--- src/logic/rbc_pkg.sv ---
// How it works
// - the clock command word is decoded at byte offset four only
// - ten byte buffer: sub-seconds, time, date fields, then leap and mode byte
// - read done: pending clears, addressed entry shown in low byte
// - entries zero and one always read back as zero
// - buffer write: hardware clear, write set; low byte stored at index
// - hardware set with write set copies buffer entries two to nine into the clock chip
// - hardware set with write clear copies the clock chip into buffer entries two to nine
// - entry nine bit zero selects 24-hour mode when one, 12-hour when zero
package rbc_pkg;
  localparam logic [11:0] CMD_ADDR = 12'h004;
  localparam int BUF_DEPTH = 10;
  localparam int IDX_W = 4;
  localparam int BIT_PEND = 15;
  localparam int BIT_CLK = 14;
  localparam int BIT_HW = 13;
  localparam int BIT_RW = 12;
  localparam int IDX_LSB = 8;
  localparam logic [3:0] IDX_SUB_LO = 4'h0;
  localparam logic [3:0] IDX_SUB_HI = 4'h1;
  localparam logic [3:0] IDX_LAST = 4'h9;
  localparam logic [3:0] IDX_MODE = 4'h9;
  localparam int MODE_24H_BIT = 0;
  localparam int MODE_PM_BIT = 1;
  localparam logic [7:0] MODE_RESET = 8'h01;
  localparam logic [7:0] ZERO_BYTE = 8'h00;

  typedef enum logic [2:0] {
    RBC_IDLE = 3'b000,
    RBC_READ = 3'b001,
    RBC_WRITE = 3'b010,
    RBC_TO_HW = 3'b011,
    RBC_FROM_HW = 3'b100
  } rbc_state_t;

  typedef struct packed {
    logic req;
    logic wr;
    logic [3:0] idx;
    logic [7:0] data;
  } rbc_chip_req_t;
endpackage : rbc_pkg

--- src/logic/rbc_mem.sv ---
`timescale 1ns/1ns
`default_nettype none
module rbc_mem #(
  parameter int DEPTH = 10,
  parameter int AW = 4
) (
  input wire logic pclk, // clock
  input wire logic presetn, // async reset, low
  input wire logic we, // write strobe
  input wire logic [AW-1:0] waddr, // write index
  input wire logic [7:0] wdata, // write byte
  input wire logic [AW-1:0] raddr, // read index
  output logic [7:0] rdata // registered read byte
);
  logic [7:0] mem [DEPTH];
  always_ff @(posedge pclk or negedge presetn) begin
    if (!presetn) begin
      rdata <= 8'h00;
    end else begin
      rdata <= mem[raddr];
    end
  end
  always_ff @(posedge pclk) begin
    if (we && (32'(waddr) < DEPTH)) begin
      mem[waddr] <= wdata;
    end
  end
endmodule : rbc_mem
`default_nettype wire

--- src/logic/rbc_top.sv ---
// Our own choice: the APB interface to the registers.
`timescale 1ns/1ns
`default_nettype none
module rbc_top (
  input wire logic pclk, // clock, 100 MHz
  input wire logic presetn, // async reset, low
  input wire logic psel, // apb select
  input wire logic penable, // apb access phase
  input wire logic pwrite, // apb direction
  input wire logic [11:0] paddr, // apb byte address
  input wire logic [31:0] pwdata, // apb write data
  output logic [31:0] prdata, // apb read data
  output logic pready, // apb ready
  output logic pslverr, // apb error
  output logic chip_req, // clock chip byte request
  output logic chip_wr, // chip request direction
  output logic [3:0] chip_idx, // chip register index
  output logic [7:0] chip_wdata, // byte to chip
  input wire logic chip_ack, // chip done, same clock
  input wire logic [7:0] chip_rdata // byte from chip
);
  typedef struct packed {
    rbc_pkg::rbc_state_t st;
    logic pend;
    logic clk_sel;
    logic hw;
    logic rw;
    logic [3:0] idx;
    logic [7:0] value;
    logic [3:0] walk;
    logic wait_rd;
    rbc_pkg::rbc_chip_req_t chip;
    logic [31:0] prdata;
    logic pready;
    logic pslverr;
  } rbc_regs_t;

  rbc_regs_t r;
  rbc_regs_t next_r;
  logic mem_we;
  logic [3:0] mem_waddr;
  logic [7:0] mem_wdata;
  logic [3:0] mem_raddr;
  logic [7:0] mem_rdata;

  function automatic logic is_sub(input logic [3:0] i);
    is_sub = (i == rbc_pkg::IDX_SUB_LO) || (i == rbc_pkg::IDX_SUB_HI);
  endfunction : is_sub

  function automatic logic [15:0] cmd_word(input rbc_regs_t s);
    cmd_word = {s.pend, s.clk_sel, s.hw, s.rw, s.idx, s.value};
  endfunction : cmd_word

  rbc_mem #(
    .DEPTH(rbc_pkg::BUF_DEPTH),
    .AW(rbc_pkg::IDX_W)
  ) u_mem (
    .pclk(pclk),
    .presetn(presetn),
    .we(mem_we),
    .waddr(mem_waddr),
    .wdata(mem_wdata),
    .raddr(mem_raddr),
    .rdata(mem_rdata)
  );

  logic setup;
  logic hit;
  assign setup = psel && !penable;
  assign hit = (paddr == rbc_pkg::CMD_ADDR);

  always_comb begin
    next_r = r;
    mem_we = 1'b0;
    mem_waddr = r.idx;
    mem_wdata = r.value;
    mem_raddr = r.idx;
    next_r.pready = 1'b0;
    next_r.pslverr = 1'b0;
    // answer one cycle after setup: pready comes with the access phase
    if (setup) begin
      next_r.pready = 1'b1;
      next_r.pslverr = !hit;
      next_r.prdata = 32'h0000_0000;
      if (hit && !pwrite) begin
        next_r.prdata = {16'h0000, cmd_word(r)};
      end
    end
    // writes land on the access-phase edge, as apb requires
    if (psel && penable && r.pready && pwrite && hit && !r.pend) begin
      next_r.clk_sel = pwdata[rbc_pkg::BIT_CLK];
      next_r.hw = pwdata[rbc_pkg::BIT_HW];
      next_r.rw = pwdata[rbc_pkg::BIT_RW];
      next_r.idx = pwdata[rbc_pkg::IDX_LSB +: rbc_pkg::IDX_W];
      next_r.value = pwdata[7:0];
      // only a pending plus clock-select word starts an operation
      if (pwdata[rbc_pkg::BIT_PEND] && pwdata[rbc_pkg::BIT_CLK]) begin
        next_r.pend = 1'b1;
        next_r.walk = 4'h0;
        next_r.wait_rd = 1'b0;
        if (!pwdata[rbc_pkg::BIT_HW] && !pwdata[rbc_pkg::BIT_RW]) begin
          next_r.st = rbc_pkg::RBC_READ;
        end else if (!pwdata[rbc_pkg::BIT_HW]) begin
          next_r.st = rbc_pkg::RBC_WRITE;
        end else if (pwdata[rbc_pkg::BIT_RW]) begin
          next_r.st = rbc_pkg::RBC_TO_HW;
        end else begin
          next_r.st = rbc_pkg::RBC_FROM_HW;
        end
      end
    end
    case (r.st)
      rbc_pkg::RBC_IDLE: begin
      end
      rbc_pkg::RBC_READ: begin
        // memory read is registered, so the byte arrives one cycle later
        if (!r.wait_rd) begin
          next_r.wait_rd = 1'b1;
        end else begin
          next_r.value = (is_sub(r.idx) || r.idx > rbc_pkg::IDX_LAST) ?
                         rbc_pkg::ZERO_BYTE : mem_rdata;
          next_r.pend = 1'b0;
          next_r.st = rbc_pkg::RBC_IDLE;
        end
      end
      rbc_pkg::RBC_WRITE: begin
        mem_we = (r.idx <= rbc_pkg::IDX_LAST);
        next_r.pend = 1'b0;
        next_r.st = rbc_pkg::RBC_IDLE;
      end
      rbc_pkg::RBC_TO_HW: begin
        // walk entries 2..9; sub-second entries are not held by the chip
        mem_raddr = r.walk;
        if (!r.chip.req) begin
          if (r.walk == 4'h0) begin
            next_r.walk = rbc_pkg::IDX_SUB_HI + 4'h1;
          end else if (!r.wait_rd) begin
            next_r.wait_rd = 1'b1;
          end else begin
            next_r.chip.req = 1'b1;
            next_r.chip.wr = 1'b1;
            next_r.chip.idx = r.walk;
            next_r.chip.data = mem_rdata;
          end
        end else if (chip_ack) begin
          next_r.chip.req = 1'b0;
          next_r.wait_rd = 1'b0;
          if (r.walk == rbc_pkg::IDX_LAST) begin
            next_r.pend = 1'b0;
            next_r.st = rbc_pkg::RBC_IDLE;
          end else begin
            next_r.walk = r.walk + 4'h1;
          end
        end
      end
      rbc_pkg::RBC_FROM_HW: begin
        if (!r.chip.req && !r.wait_rd) begin
          if (r.walk == 4'h0) begin
            next_r.walk = rbc_pkg::IDX_SUB_HI + 4'h1;
          end else begin
            next_r.chip.req = 1'b1;
            next_r.chip.wr = 1'b0;
            next_r.chip.idx = r.walk;
          end
        end else if (r.chip.req && chip_ack) begin
          next_r.chip.req = 1'b0;
          mem_we = 1'b1;
          mem_waddr = r.walk;
          mem_wdata = chip_rdata;
          if (r.walk == rbc_pkg::IDX_LAST) begin
            next_r.pend = 1'b0;
            next_r.st = rbc_pkg::RBC_IDLE;
          end else begin
            next_r.walk = r.walk + 4'h1;
          end
        end
      end
      default: begin
        next_r.st = rbc_pkg::RBC_IDLE;
        next_r.pend = 1'b0;
      end
    endcase
  end

  // mode byte is stored and forwarded as written; only the chip acts on its bits
  always_ff @(posedge pclk or negedge presetn) begin
    if (!presetn) begin
      r <= '0;
    end else begin
      r <= next_r;
    end
  end

  assign prdata = r.prdata;
  assign pready = r.pready;
  assign pslverr = r.pslverr;
  assign chip_req = r.chip.req;
  assign chip_wr = r.chip.wr;
  assign chip_idx = r.chip.idx;
  assign chip_wdata = r.chip.data;

  // buffer read finish, bus answer and decode
  chk_read_clears: assert property (@(posedge pclk) disable iff (!presetn)
    (r.st == rbc_pkg::RBC_READ && r.wait_rd)
    |=> !r.pend && r.st == rbc_pkg::RBC_IDLE)
    else $error("buffer read did not finish");
  chk_sub_zero: assert property (@(posedge pclk) disable iff (!presetn)
    (r.st == rbc_pkg::RBC_READ && r.wait_rd && is_sub(r.idx))
    |=> r.value == rbc_pkg::ZERO_BYTE)
    else $error("sub-second entry read nonzero");
  chk_decode: assert property (@(posedge pclk) disable iff (!presetn)
    (psel && !penable && paddr != rbc_pkg::CMD_ADDR)
    |=> pready && pslverr)
    else $error("unmapped access not refused");
  chk_ready_next: assert property (@(posedge pclk) disable iff (!presetn)
    setup
    |=> pready)
    else $error("no ready after setup");
  chk_ready_only: assert property (@(posedge pclk) disable iff (!presetn)
    pready
    |-> $past(setup))
    else $error("ready without setup");
  chk_hit_ok: assert property (@(posedge pclk) disable iff (!presetn)
    (setup && hit)
    |=> pready && !pslverr)
    else $error("mapped access refused");
  chk_miss_zero: assert property (@(posedge pclk) disable iff (!presetn)
    (setup && !hit)
    |=> prdata == 32'h0000_0000)
    else $error("unmapped read not zero");
  chk_read_word: assert property (@(posedge pclk) disable iff (!presetn)
    (setup && hit && !pwrite)
    |=> prdata[31:16] == 16'h0000 && prdata[15] == $past(r.pend))
    else $error("command word read wrong");

  // command start and refusal
  chk_start_pend: assert property (@(posedge pclk) disable iff (!presetn)
    (psel && penable && pready && pwrite && hit && !r.pend &&
     pwdata[rbc_pkg::BIT_PEND] && pwdata[rbc_pkg::BIT_CLK])
    |=> r.pend)
    else $error("clock command not started");
  chk_fields_only: assert property (@(posedge pclk) disable iff (!presetn)
    (psel && penable && pready && pwrite && hit && !r.pend &&
     !(pwdata[rbc_pkg::BIT_PEND] && pwdata[rbc_pkg::BIT_CLK]))
    |=> !r.pend && r.st == rbc_pkg::RBC_IDLE)
    else $error("operation started without both bits");
  chk_pend_lock: assert property (@(posedge pclk) disable iff (!presetn)
    (r.pend && $past(r.pend) && r.st != rbc_pkg::RBC_IDLE)
    |-> $stable(r.hw) && $stable(r.rw))
    else $error("command changed while pending");
  chk_busy_ignore: assert property (@(posedge pclk) disable iff (!presetn)
    (psel && penable && pwrite && r.pend)
    |=> $stable(r.idx) && $stable(r.clk_sel))
    else $error("write taken while pending");
  chk_pend_state: assert property (@(posedge pclk) disable iff (!presetn)
    r.pend
    == (r.st != rbc_pkg::RBC_IDLE))
    else $error("pending flag out of step with state");

  // buffer and chip walks
  chk_read_slot: assert property (@(posedge pclk) disable iff (!presetn)
    (r.st == rbc_pkg::RBC_READ && !r.wait_rd)
    |-> mem_raddr == r.idx ##1 r.wait_rd)
    else $error("buffer read index wrong");
  chk_write_one: assert property (@(posedge pclk) disable iff (!presetn)
    (r.st == rbc_pkg::RBC_WRITE)
    |-> mem_we == (r.idx <= rbc_pkg::IDX_LAST) ##1 !r.pend)
    else $error("buffer write misbehaved");
  chk_write_addr: assert property (@(posedge pclk) disable iff (!presetn)
    (r.st == rbc_pkg::RBC_WRITE)
    |-> mem_waddr == r.idx && mem_wdata == r.value)
    else $error("buffer write address or byte wrong");
  chk_idle_mem: assert property (@(posedge pclk) disable iff (!presetn)
    (r.st == rbc_pkg::RBC_IDLE)
    |-> !mem_we)
    else $error("buffer written while idle");
  chk_idle_free: assert property (@(posedge pclk) disable iff (!presetn)
    (r.st == rbc_pkg::RBC_IDLE)
    |-> !r.chip.req)
    else $error("chip request while idle");
  chk_chip_range: assert property (@(posedge pclk) disable iff (!presetn)
    r.chip.req
    |-> r.chip.idx > rbc_pkg::IDX_SUB_HI && r.chip.idx <= rbc_pkg::IDX_LAST)
    else $error("chip index outside time entries");
  chk_hw_dir: assert property (@(posedge pclk) disable iff (!presetn)
    r.chip.req
    |-> r.chip.wr == (r.st == rbc_pkg::RBC_TO_HW))
    else $error("chip direction wrong");
  chk_req_hold: assert property (@(posedge pclk) disable iff (!presetn)
    (r.chip.req && !chip_ack)
    |=> r.chip.req && $stable(r.chip.idx) && $stable(r.chip.data))
    else $error("chip request changed before answer");
  chk_hw_done: assert property (@(posedge pclk) disable iff (!presetn)
    (r.st == rbc_pkg::RBC_TO_HW && r.chip.req && chip_ack && r.chip.idx == rbc_pkg::IDX_LAST)
    |=> !r.pend && r.st == rbc_pkg::RBC_IDLE)
    else $error("chip programming did not finish");
  chk_from_hw: assert property (@(posedge pclk) disable iff (!presetn)
    (r.st == rbc_pkg::RBC_FROM_HW && r.chip.req && chip_ack)
    |-> mem_we)
    else $error("chip byte not stored");
  chk_req_drop: assert property (@(posedge pclk) disable iff (!presetn)
    (r.chip.req && chip_ack)
    |=> !r.chip.req)
    else $error("chip request held after answer");
  chk_mode_send: assert property (@(posedge pclk) disable iff (!presetn)
    (r.st == rbc_pkg::RBC_TO_HW && !r.chip.req && r.wait_rd && r.walk == rbc_pkg::IDX_MODE)
    |=> r.chip.req && r.chip.data == $past(mem_rdata))
    else $error("mode byte not sent as stored");
  chk_mode_take: assert property (@(posedge pclk) disable iff (!presetn)
    (r.st == rbc_pkg::RBC_FROM_HW && r.chip.req && chip_ack && r.walk == rbc_pkg::IDX_MODE)
    |-> mem_we && mem_waddr == rbc_pkg::IDX_MODE && mem_wdata == chip_rdata)
    else $error("mode byte not stored as read");
endmodule : rbc_top
`default_nettype wire

--- config.mk ---
export PLATFORM = sky130hd
export DESIGN_NAME = rbc_top
export DESIGN_NICKNAME = d
export VERILOG_FILES = /design/src/logic/rbc_pkg.sv /design/src/logic/rbc_mem.sv /design/src/logic/rbc_top.sv
export SDC_FILE = /design/constraint.sdc
export NUM_CORES = 1
export LEC_CHECK = 0
export ABC_AREA = 1
export BUFFER_PORTS_ARGS = -buffer_cell sky130_fd_sc_hd__buf_4
export CAP_MARGIN = 20
export CORE_ASPECT_RATIO = 0.5
export CORE_MARGIN = 1
export CORE_UTILIZATION = 50
export CTS_BUF_LIST = sky130_fd_sc_hd__clkbuf_8
export DETAILED_ROUTE_END_ITERATION = 10
export PLACE_DENSITY = 0.71
export SLEW_MARGIN = 20
export SYNTH_ARGS = -nofsm -noshare
export SYNTH_HDL_FRONTEND = slang
export SYNTH_HIERARCHICAL = 1
export SYNTH_SLANG_ARGS = --single-unit
--- constraint.sdc ---
create_clock -name pclk -period 4.8 [get_ports pclk]
set_input_delay 0.72 -clock pclk [delete_from_list [all_inputs] [get_ports pclk]]
set_output_delay 0.72 -clock pclk [all_outputs]
set_load 0.1 [all_outputs]
* After elaboration in Yosys (flattened, before gate mapping)
Memories as Yosys holds them, arrays and structs flattened. A register that Yosys moved wholly into a read port is not among the register bits.
Index checks and enable logic that the tools add are counted.
** Operators by class
- Multiply operators :: 0
- Bitwise operators :: 2
- Divide/modulo/power cells :: 0
- Mux-type cells :: 47
- Reduce and logical (&&, ||, !) cells :: 30
- Eq/ne operators :: 14
- Shifts and indexed selects :: 0
- Magnitude comparators :: 3
- Add/subtract/negate cells :: 1
** Operators by type and width (count)
- 4-bit two-way mux :: 15
- 8-bit two-way mux :: 6
- 24-bit two-way mux :: 1
- 6-bit two-way mux :: 3
- 16-bit two-way mux :: 1
- 4-bit one-hot mux with 4 select lines :: 1
- 15-bit two-way mux :: 1
- 14-bit two-way mux :: 1
- 13-bit two-way mux :: 1
- 12-bit by 3-bit == test with 1-bit output (second input constant) :: 1
- 1-bit logical AND :: 12
- 6-bit one-hot mux with 2 select lines :: 1
- 5-bit two-way mux :: 2
- 2-bit != test (second input constant) :: 5
- 1-bit zero test :: 9
- 3-bit two-way mux :: 3
- 4-bit zero test :: 2
- 4-bit one-hot mux with 2 select lines :: 1
- 1-bit two-way mux :: 7
- 3-bit by 2-bit == test with 1-bit output (second input constant) :: 2
- 3-bit != test (second input constant) :: 2
- 6-bit AND reduction :: 1
- 4-bit by 1-bit adder with 4-bit output (second input constant) :: 1
- 4-bit by 1-bit == test with 1-bit output (second input constant) :: 1
- other kinds (14) :: 17
** Storage, ports and cells
- Output and inout port bits :: 48
- Word-level logic and storage cells :: 114
- Latch bits :: 0
- Register bits :: 56
- Memory bits (read-only) :: 0
- Memories :: 1
- Input port bits :: 58
- Bits in writable memories :: 80
** Memory list
- u_mem.mem :: words 10, width 8, read ports 1, clocked after Yosys merged registers in 1, wr ports 1, line rbc_mem.sv:15 : logic [7:0] mem [DEPTH];

* Longest topological paths before layout
Gate-level depths: netlist of run 1.
- Depth after elaboration :: 10
- Mapped depth :: 15
- Mapped depth without buffers :: 12

* By module
The synthesis of run 1 kept the hierarchy.
** Modules (own cells, without submodules)
- rbc_mem :: seq. area each 2602.5 µm², area each 3692.3 µm², times used 1, cells an instance 337
- rbc_top :: seq. area each 1401.3 µm², area each 3384.5 µm², times used 1, cells an instance 418

* Worst setup path after synthesis of run 1
Ideal clock, no wire load.
- Path kind :: flip-flop to flip-flop
- Start :: reg r (netlist bit chip_req)
- End :: mem u_mem.mem[2][0] (enable)
- Data required time :: 4405 ps
- Path slack :: 1319 ps
- Data arrival time :: 3086 ps
- Setup time :: 395 ps
- Period minus slack after synthesis :: 3481 ps
- Path buffers :: 1
- Stages on the path, launching flop included :: 10
- Cells stage by stage :: dfrtp_1 -> nand2_1 -> nor2_1 -> clkbuf_1 -> o21ai_0 -> inv_1 -> nand2_1 -> nand2_1 -> nand2_1 -> nor4_1
** On the way
- Longest elaborated chain between the ends :: 8
- Elaborated cells on any way between the ends :: 13
- Those cells by class :: order compare: 1; mux: 8; reduce/logical: 4
** Ends and longest elaborated chain
- from (decl) :: line rbc_top.sv:38 : rbc_regs_t r;
- from (signal assigned) :: line rbc_top.sv:190 : r <= next_r;
- 1-bit logical AND / 1-bit zero test (equally long branches) :: line rbc_top.sv:165, rbc_top.sv:157
- 4-bit two-way mux / 1-bit logical AND (equally long branches) :: line rbc_top.sv:165, rbc_top.sv:157
- 4-bit two-way mux * :: line rbc_top.sv:157 : if (!r.chip.req && !r.wait_rd) begin
- 4-bit two-way mux * :: line rbc_top.sv:112 : case (r.st)
- via mem_waddr[1] :: line rbc_top.sv:41 : logic [3:0] mem_waddr;
- 4-bit < comparator :: line rbc_mem.sv:24 : if (we && (32'(waddr) < DEPTH)) begin
- 1-bit logical AND :: line rbc_mem.sv:24
- 1-bit two-way mux :: line rbc_mem.sv:24
- 1-bit two-way mux (not written as such) :: line rbc_mem.sv:25 : mem[waddr] <= wdata;
- to (decl) :: line rbc_mem.sv:15
Mark *: on every way through the listed nets, which the timed path passes. The rest lies on a longest branch.

* Final worst setup path of run 1
- Start :: reg r (netlist bit chip_req)
- End :: mem u_mem.mem[9][0] (enable)
Same word-level chain as after synthesis.

==> results of run 1 <==
-- flip-flops by register name, summed over array words and instances, names as in the netlist --
signal and flops:
u_mem/mem 80, prdata 16, chip_idx 4, chip_wdata 8, u_mem/rdata 8, chip_wr 1, chip_req 1, pready 1
pslverr 1, r 24
-- critical path: cells and delay by family, from the launching register on --
kind            cells  cell delay (ps)
buf+inv             3              540
simple gates        7             1410
flops               1              450
compound gates      1              130
-- worst max path at each step --
stage,startpoint,to,cells after the start
2_1_floorplan,chip_req,u_mem/mem[2][0],9
3_3_place_gp,chip_ack,u_mem/mem[1][4],13
3_5_place_dp,chip_ack,u_mem/mem[1][4],13
4_1_cts,chip_req,u_mem/mem[1][2],11
5_1_grt,chip_req,u_mem/mem[1][2],11
6_report,chip_req,u_mem/mem[9][0],11
-- cells in the final DEF, fill, tap and decap left out, types with 10 or more instances in the layout --
cell type and count:
nand2_1 185, inv_1 103, o21ai_0 82, buf_4 82, edfxtp_1 80, dfrtp_1 64
nand3_1 56, nor2_1 45, clkbuf_8 17, conb_1 16, a21oi_1 10
-- stage by stage --
step	hold WS (ps)	instances
4_1_cts	375	1006
3_5_place_dp	455	974
2_1_floorplan	424	770
3_3_place_gp	453	974
5_1_grt	406	1006
6_report	350	1006
-- routing by layer --
metal | up-vias | routed length, um
met5 | - | 0
met4 | 0 | 271
met3 | 21 | 881
met2 | 175 | 6890
met1 | 2433 | 7080
li1 | 2483 | -
-- power groups by stage --
stage	clock [mW]	sequential [mW]	combinational, mW
global placement	0	1.32	0.119
global route	1.00	1.30	0.127
CTS	0.949	1.30	0.120
floorplan	0	1.33	0.0804
detailed placement	0	1.32	0.120
finish	0.939	1.30	0.119
-- final cells by class --
cell class / count / share of cell area, %
Multi-Input combinational cell: 446 / 27.7
Inverter: 110 / 5.38
Sequential cell: 144 / 51.1
Clock inverter: 15 / 1.90
Clock buffer: 17 / 2.99
Timing Repair Buffer: 82 / 7.86
Tap cell: 192 / 3.07
-- logic make-up after synthesis --
group / count (synthesis)
AO/OA/AOI/OAI: 114
multiplexers: 1
XOR/XNOR: 2
other: 1
adder cells (fa/ha/maj): 6
flip-flops: 144
buffers and inverters: 180
AND/OR/NAND/NOR: 307
==> flow_summary.json, run 1 <==
{
  "routabilityCongestion": 0.854,
  "period_share_pct": 61.1,
  "post_cts_buffers": 0,
  "worstPathArrival_ps": 3010,
  "area_growth_pct": 10.7,
  "vias": 5112,
  "dp_hpwl_mm": 10.3,
  "fin_setup_tns_ps": 0,
  "insertion_delay_ps": 450,
  "yosys.area_share.adder_pct": 1.06,
  "p_per_area_nw_per_um2": 301,
  "use_met1_pct": 29.8,
  "dr.pass1.iters": 5,
  "p_leak_nw": 3.64,
  "yosysMostFrequentCell": "nand2_1",
  "use_met3_pct": 3.69,
  "ys_ff_latch": 144,
  "maxCapViolations": 0,
  "setup_slack_ps": 1870,
  "final_area_um2": 7830,
  "maxSlewHeadroom_pct": 26.1,
  "cts_tree": "built",
  "finalHoldViolCount": 0,
  "cp-start-kind": "flip-flop",
  "synth_top_family_by_area": "simple AND/OR/NAND/NOR gates",
  "fin_util_pct": 57.3,
  "cp.required_ps": 4870,
  "r2r-start": "chip_req",
  "synth_cells": 755,
  "crit_chain": "nand2_1 -> nor2_1 -> buf_4 -> o21ai_0 -> inv_1 -> nand2_1 -> nand2_1 -> nand2_1 -> inv_1 -> nand3_1 -> nor2_1",
  "grt_max_degree": 65,
  "synthArstFlopShare_pct": 44.4,
  "p_clk_share_pct": 39.9,
  "antenna_found_initial": 0,
  "yosys.area_share.simple_pct": 19.1,
  "wire_per_inst_um": 15.0,
  "yosysWarningCount": 6,
  "worstPathMaxFanout": 21,
  "period_needed_ps": 2930,
  "pwr-share-seq_pct": 55.1,
  "end_kind": "flip-flop",
  "cts.clk_slew.worst_paths_ps": 90,
  "post_cts_resized": 0,
  "grt_pass1_wl_mm": 24.1,
  "hold_buffers": 0,
  "via_per_inst": 5.08,
  "port_buffers": 73,
  "cpMostUsedCell": "nand2_1",
  "ys_top_cells_by_count": "185 x nand2_1, 103 x inv_1, 86 x o21ai_0, 80 x edfxtp_1, 64 x dfrtp_1",
  "rsz0062_at_grt": "false",
  "synthMuxAreaShare_pct": 0.212,
  "grt_pass1_vias": 4770,
  "vdd_drop_max_v": 0.000174,
  "tightest_slew_ps": 1100,
  "intPower_mw": 1.75,
  "routed_wl_mm": 15.1,
  "die_area_um2": 14700,
  "drc_errors": 0,
  "ctsRootBufferMaster": "clkbuf_8",
  "swShare_pct": 25.8,
  "yosysTopAreaCell": "edfxtp_1",
  "diodes": 0,
  "setup_violations": 0,
  "dp_slack_ps": 1650,
  "synth_top_flop_cell": "edfxtp_1",
  "rows": 30,
  "grt.total_usage_pct": 21.8,
  "cts_buffer_depth": 2,
  "ys_seq_area_share_pct": 56.6,
  "grt_overflow": 0,
  "synthTopCellsByArea": "edfxtp_1 34%, dfrtp_1 23%, nand2_1 9.8%",
  "p_switching_mw": 0.608,
  "coreArea_um2": 13700,
  "pwr-share-comb_pct": 5.1,
  "numClockSinks": 144,
  "busiest_layer": "met2",
  "pin_count": 106,
  "crit_slowest_cell": "nor2_1",
  "rr_endpoint": "u_mem/mem[9][0]",
  "drive_gt1_share_pct": 17.1,
  "multi_input_area_um2": 2170,
  "r2r_cells": 11,
  "slowest_delay_ps": 630,
  "slew_viol_final": 0,
  "die_w_um": 170,
  "synth_xor_area_share_pct": 0.248,
  "synth-edff-count": 80,
  "hold_path.class": "in2async",
  "grt_use_met2_pct": 35.0,
  "synthesis.area_um2": 7080,
  "start_util_pct": 51.8,
  "total_power_mw": 2.36,
  "regToRegSetupSlack_ps": 1870,
  "max_freq_mhz": 341,
  "die_y_um": 86.1,
  "final-seq-area_um2": 4000,
  "htree_num_levels": 4,
  "drtAntennaViolNets": 0,
  "dpl-instance-area_um2": 7450,
  "outcome": "finished clean",
  "drt_iter0_markers": 502,
  "fillers": 1197,
  "setup.worst_path.class": "reg2reg",
  "final_nets": 865,
  "cts_made_buffers": 17,
  "yosysUniqueCellTypes": 39,
  "fin_skew_ps": 11.4,
  "synth_compound_area_share_pct": 9.16,
  "synth.top_cell.area_share_pct": 33.9,
  "avgSynthCellArea_um2": 9.37
}
(Power assumes the default switching activity.)
==> inputs of run 2 (changes only) <==
--- a/config.mk
+++ b/config.mk
@@ -13,7 +13,7 @@
 export CORE_UTILIZATION = 50
 export CTS_BUF_LIST = sky130_fd_sc_hd__clkbuf_8
 export DETAILED_ROUTE_END_ITERATION = 10
-export PLACE_DENSITY = 0.71
+export PLACE_DENSITY = 0.74
 export SLEW_MARGIN = 20
 export SYNTH_ARGS = -nofsm -noshare
 export SYNTH_HDL_FRONTEND = slang
==> constraint.sdc (replaced) <==
create_clock -name pclk -period 2.4 [get_ports pclk]
set_input_delay 0.36 -clock pclk [delete_from_list [all_inputs] [get_ports pclk]]
set_output_delay 0.36 -clock pclk [all_outputs]
set_load 0.1 [all_outputs]
==> run 2 against run 1 <==
Net effect: the flow now finishes with violations (negative hold slack); register-to-register slack got worse by 1700 ps; via count rose by 2.8%; non-clock buffer count is 19 higher; sequential power grew 99%; global-route usage increased by 0.22 points; clock skew up 2.0 ps; first-iteration DRC count grew 13%; setup slack lost 1700 ps; flip-flop and latch count is the same; die area is the same; total power increased by 95%; maximum frequency rose by 31%; largest cell class unchanged.
==> flow_summary.json, run 2 (same netlist as run 1, synthesis figures left out) <==
{
  "grt_max_degree": 65,
  "start_util_pct": 51.8,
  "cts.clk_slew.worst_paths_ps": 90,
  "setup_slack_ps": 162,
  "pwr-share-seq_pct": 56.5,
  "grt_pass1_vias": 4807,
  "final_nets": 884,
  "hold_path.class": "in2async",
  "maxCapViolations": 0,
  "cpMostUsedCell": "buf_4",
  "die_y_um": 86.1,
  "crit_slowest_cell": "dfrtp_1",
  "dp.cells": 991,
  "pin_count": 106,
  "layout_commonest_cell": "nand2_1",
  "p_switching_mw": 1.20,
  "hold_ws_ps": -24.6,
  "slew_viol_final": 0,
  "cpLargestDelayFamily": "simple AND/OR/NAND/NOR gates",
  "area_growth_pct": 14.5,
  "fillers": 1136,
  "grt.total_usage_pct": 22.1,
  "rr_endpoint": "u_mem/mem[3][0]",
  "final_cell_mix": "182 x nand2_1, 102 x inv_1, 100 x buf_4",
  "hold_buffers": 0,
  "tightest_slew_ps": 801,
  "crit_chain": "nor2_1 -> nand2_1 -> nor2_4 -> buf_4 -> o21ai_1 -> inv_2 -> nand2_1 -> nand2_2 -> nand2_4 -> buf_4 -> nor4_4 -> buf_4",
  "vdd_drop_max_v": 0.000343,
  "end_kind": "flip-flop",
  "dp_slack_ps": 149,
  "p_per_area_nw_per_um2": 566,
  "cts_tree": "built",
  "drive_gt1_share_pct": 21.2,
  "die_w_um": 170,
  "drtAntennaViolNets": 0,
  "period_needed_ps": 2240,
  "worstPathArrival_ps": 2390,
  "pwr-share-comb_pct": 5.2,
  "port_buffers": 73,
  "period_share_pct": 93.2,
  "cts_made_buffers": 17,
  "htree_num_levels": 4,
  "swShare_pct": 26.1,
  "diodes": 0,
  "ctsRootBufferMaster": "clkbuf_8",
  "fin_skew_ps": 13.4,
  "rows": 30,
  "drc_errors": 0,
  "largest_register_ffs": 80,
  "insertion_delay_ps": 450,
  "die_area_um2": 14700,
  "drt_iter0_markers": 568,
  "regToRegSetupSlack_ps": 160,
  "p_leak_nw": 3.74,
  "numClockSinks": 144,
  "slowest_delay_ps": 420,
  "maxSlewHeadroom_pct": 46.6,
  "antenna_found_initial": 0,
  "cp.depth": 12,
  "dr.pass1.iters": 5,
  "via_per_inst": 5.13,
  "p_clk_share_pct": 38.3,
  "setup_violations": 0,
  "fin_cells": 1025,
  "setup.worst_path.class": "reg2reg",
  "coreArea_um2": 13700,
  "outcome": "complete, but fails checks",
  "intPower_mw": 3.39,
  "worstPathMaxFanout": 8,
  "grt_pass1_wl_mm": 24.3,
  "dp_hpwl_mm": 11.0,
  "wire_per_inst_um": 15.1,
  "max_freq_mhz": 447,
  "path_buf_inv": 4,
  "grt_overflow": 0,
  "r2r_cells": 12,
  "routabilityCongestion": 0.910,
  "finalHoldViolCount": 8,
  "cp-start-kind": "flip-flop",
  "violations": "negative hold slack",
  "regMostFlops": "u_mem/mem",
  "r2r-start": "r[69]",
  "vias": 5257,
  "cp.required_ps": 2550,
  "cts_buffer_depth": 2,
  "routed_wl_mm": 15.5
}
## run 2: cell types whose count changed in the layout (fill, tap and decap cells not counted), moves of 3 or more
cell,previous run,this run
buf_4,82,100
nand2_1,185,182
nor2_1,45,38
nor2_4,5,12
nor4_1,5,1
nor4_4,0,4
## run 2: power by group through the flow
stage | clock network, mW | logic, mW | registers [mW]
finish | 1.76 | 0.239 | 2.59
global placement | 0 | 0.239 | 2.65
global route | 1.89 | 0.255 | 2.59
detailed placement | 0 | 0.240 | 2.65
CTS | 1.79 | 0.241 | 2.59
floorplan | 0 | 0.161 | 2.66
## run 2: how the worst max path moves through the flow
stage | startpoint | to
finish | r[69] | u_mem/mem[3][0]
floorplan | chip_req | u_mem/mem[3][0]
global route | r[69] | u_mem/mem[3][2]
global placement | r[69] | u_mem/mem[3][2]
detailed placement | r[69] | u_mem/mem[3][2]
CTS | r[69] | u_mem/mem[3][0]
## run 2: final cells by class
cell class	count	area, um2	share of cell area, %
tap	192	240	2.97
inverter	110	424	5.24
clock inverter	15	125	1.54
timing repair buffer	101	762	9.41
multi-input combinational	446	2310	28.5
clock buffer	17	234	2.89
sequential	144	4010	49.5
## run 2: routing by layer
layer / vias up / part of all wire [%] / GRT usage, %
met5: - / 0 / 0
met4: 0 / 1.2 / 6.39
met3: 24 / 7.3 / 3.65
met2: 232 / 47 / 36.6
met1: 2477 / 44 / 30.2
li1: 2524 / - / -
## run 2: metrics by stage
step	power, mW	TNS, ps	utilization [%]	area (um2)
CTS	4.62	0	59.1	8080
finish	4.59	0	59.3	8100
floorplan	2.82	0	-	7290
global route	4.74	-18.4	59.3	8100
detailed placement	2.89	0	56.5	7720
global placement	2.89	0	56.5	7720
## run 2: what timing repair did
item / 4_1_cts / 5_1_grt
endpoints found under the setup margin: 0 / 67
setup buffers: 0 / 2
resized for setup: 0 / 2
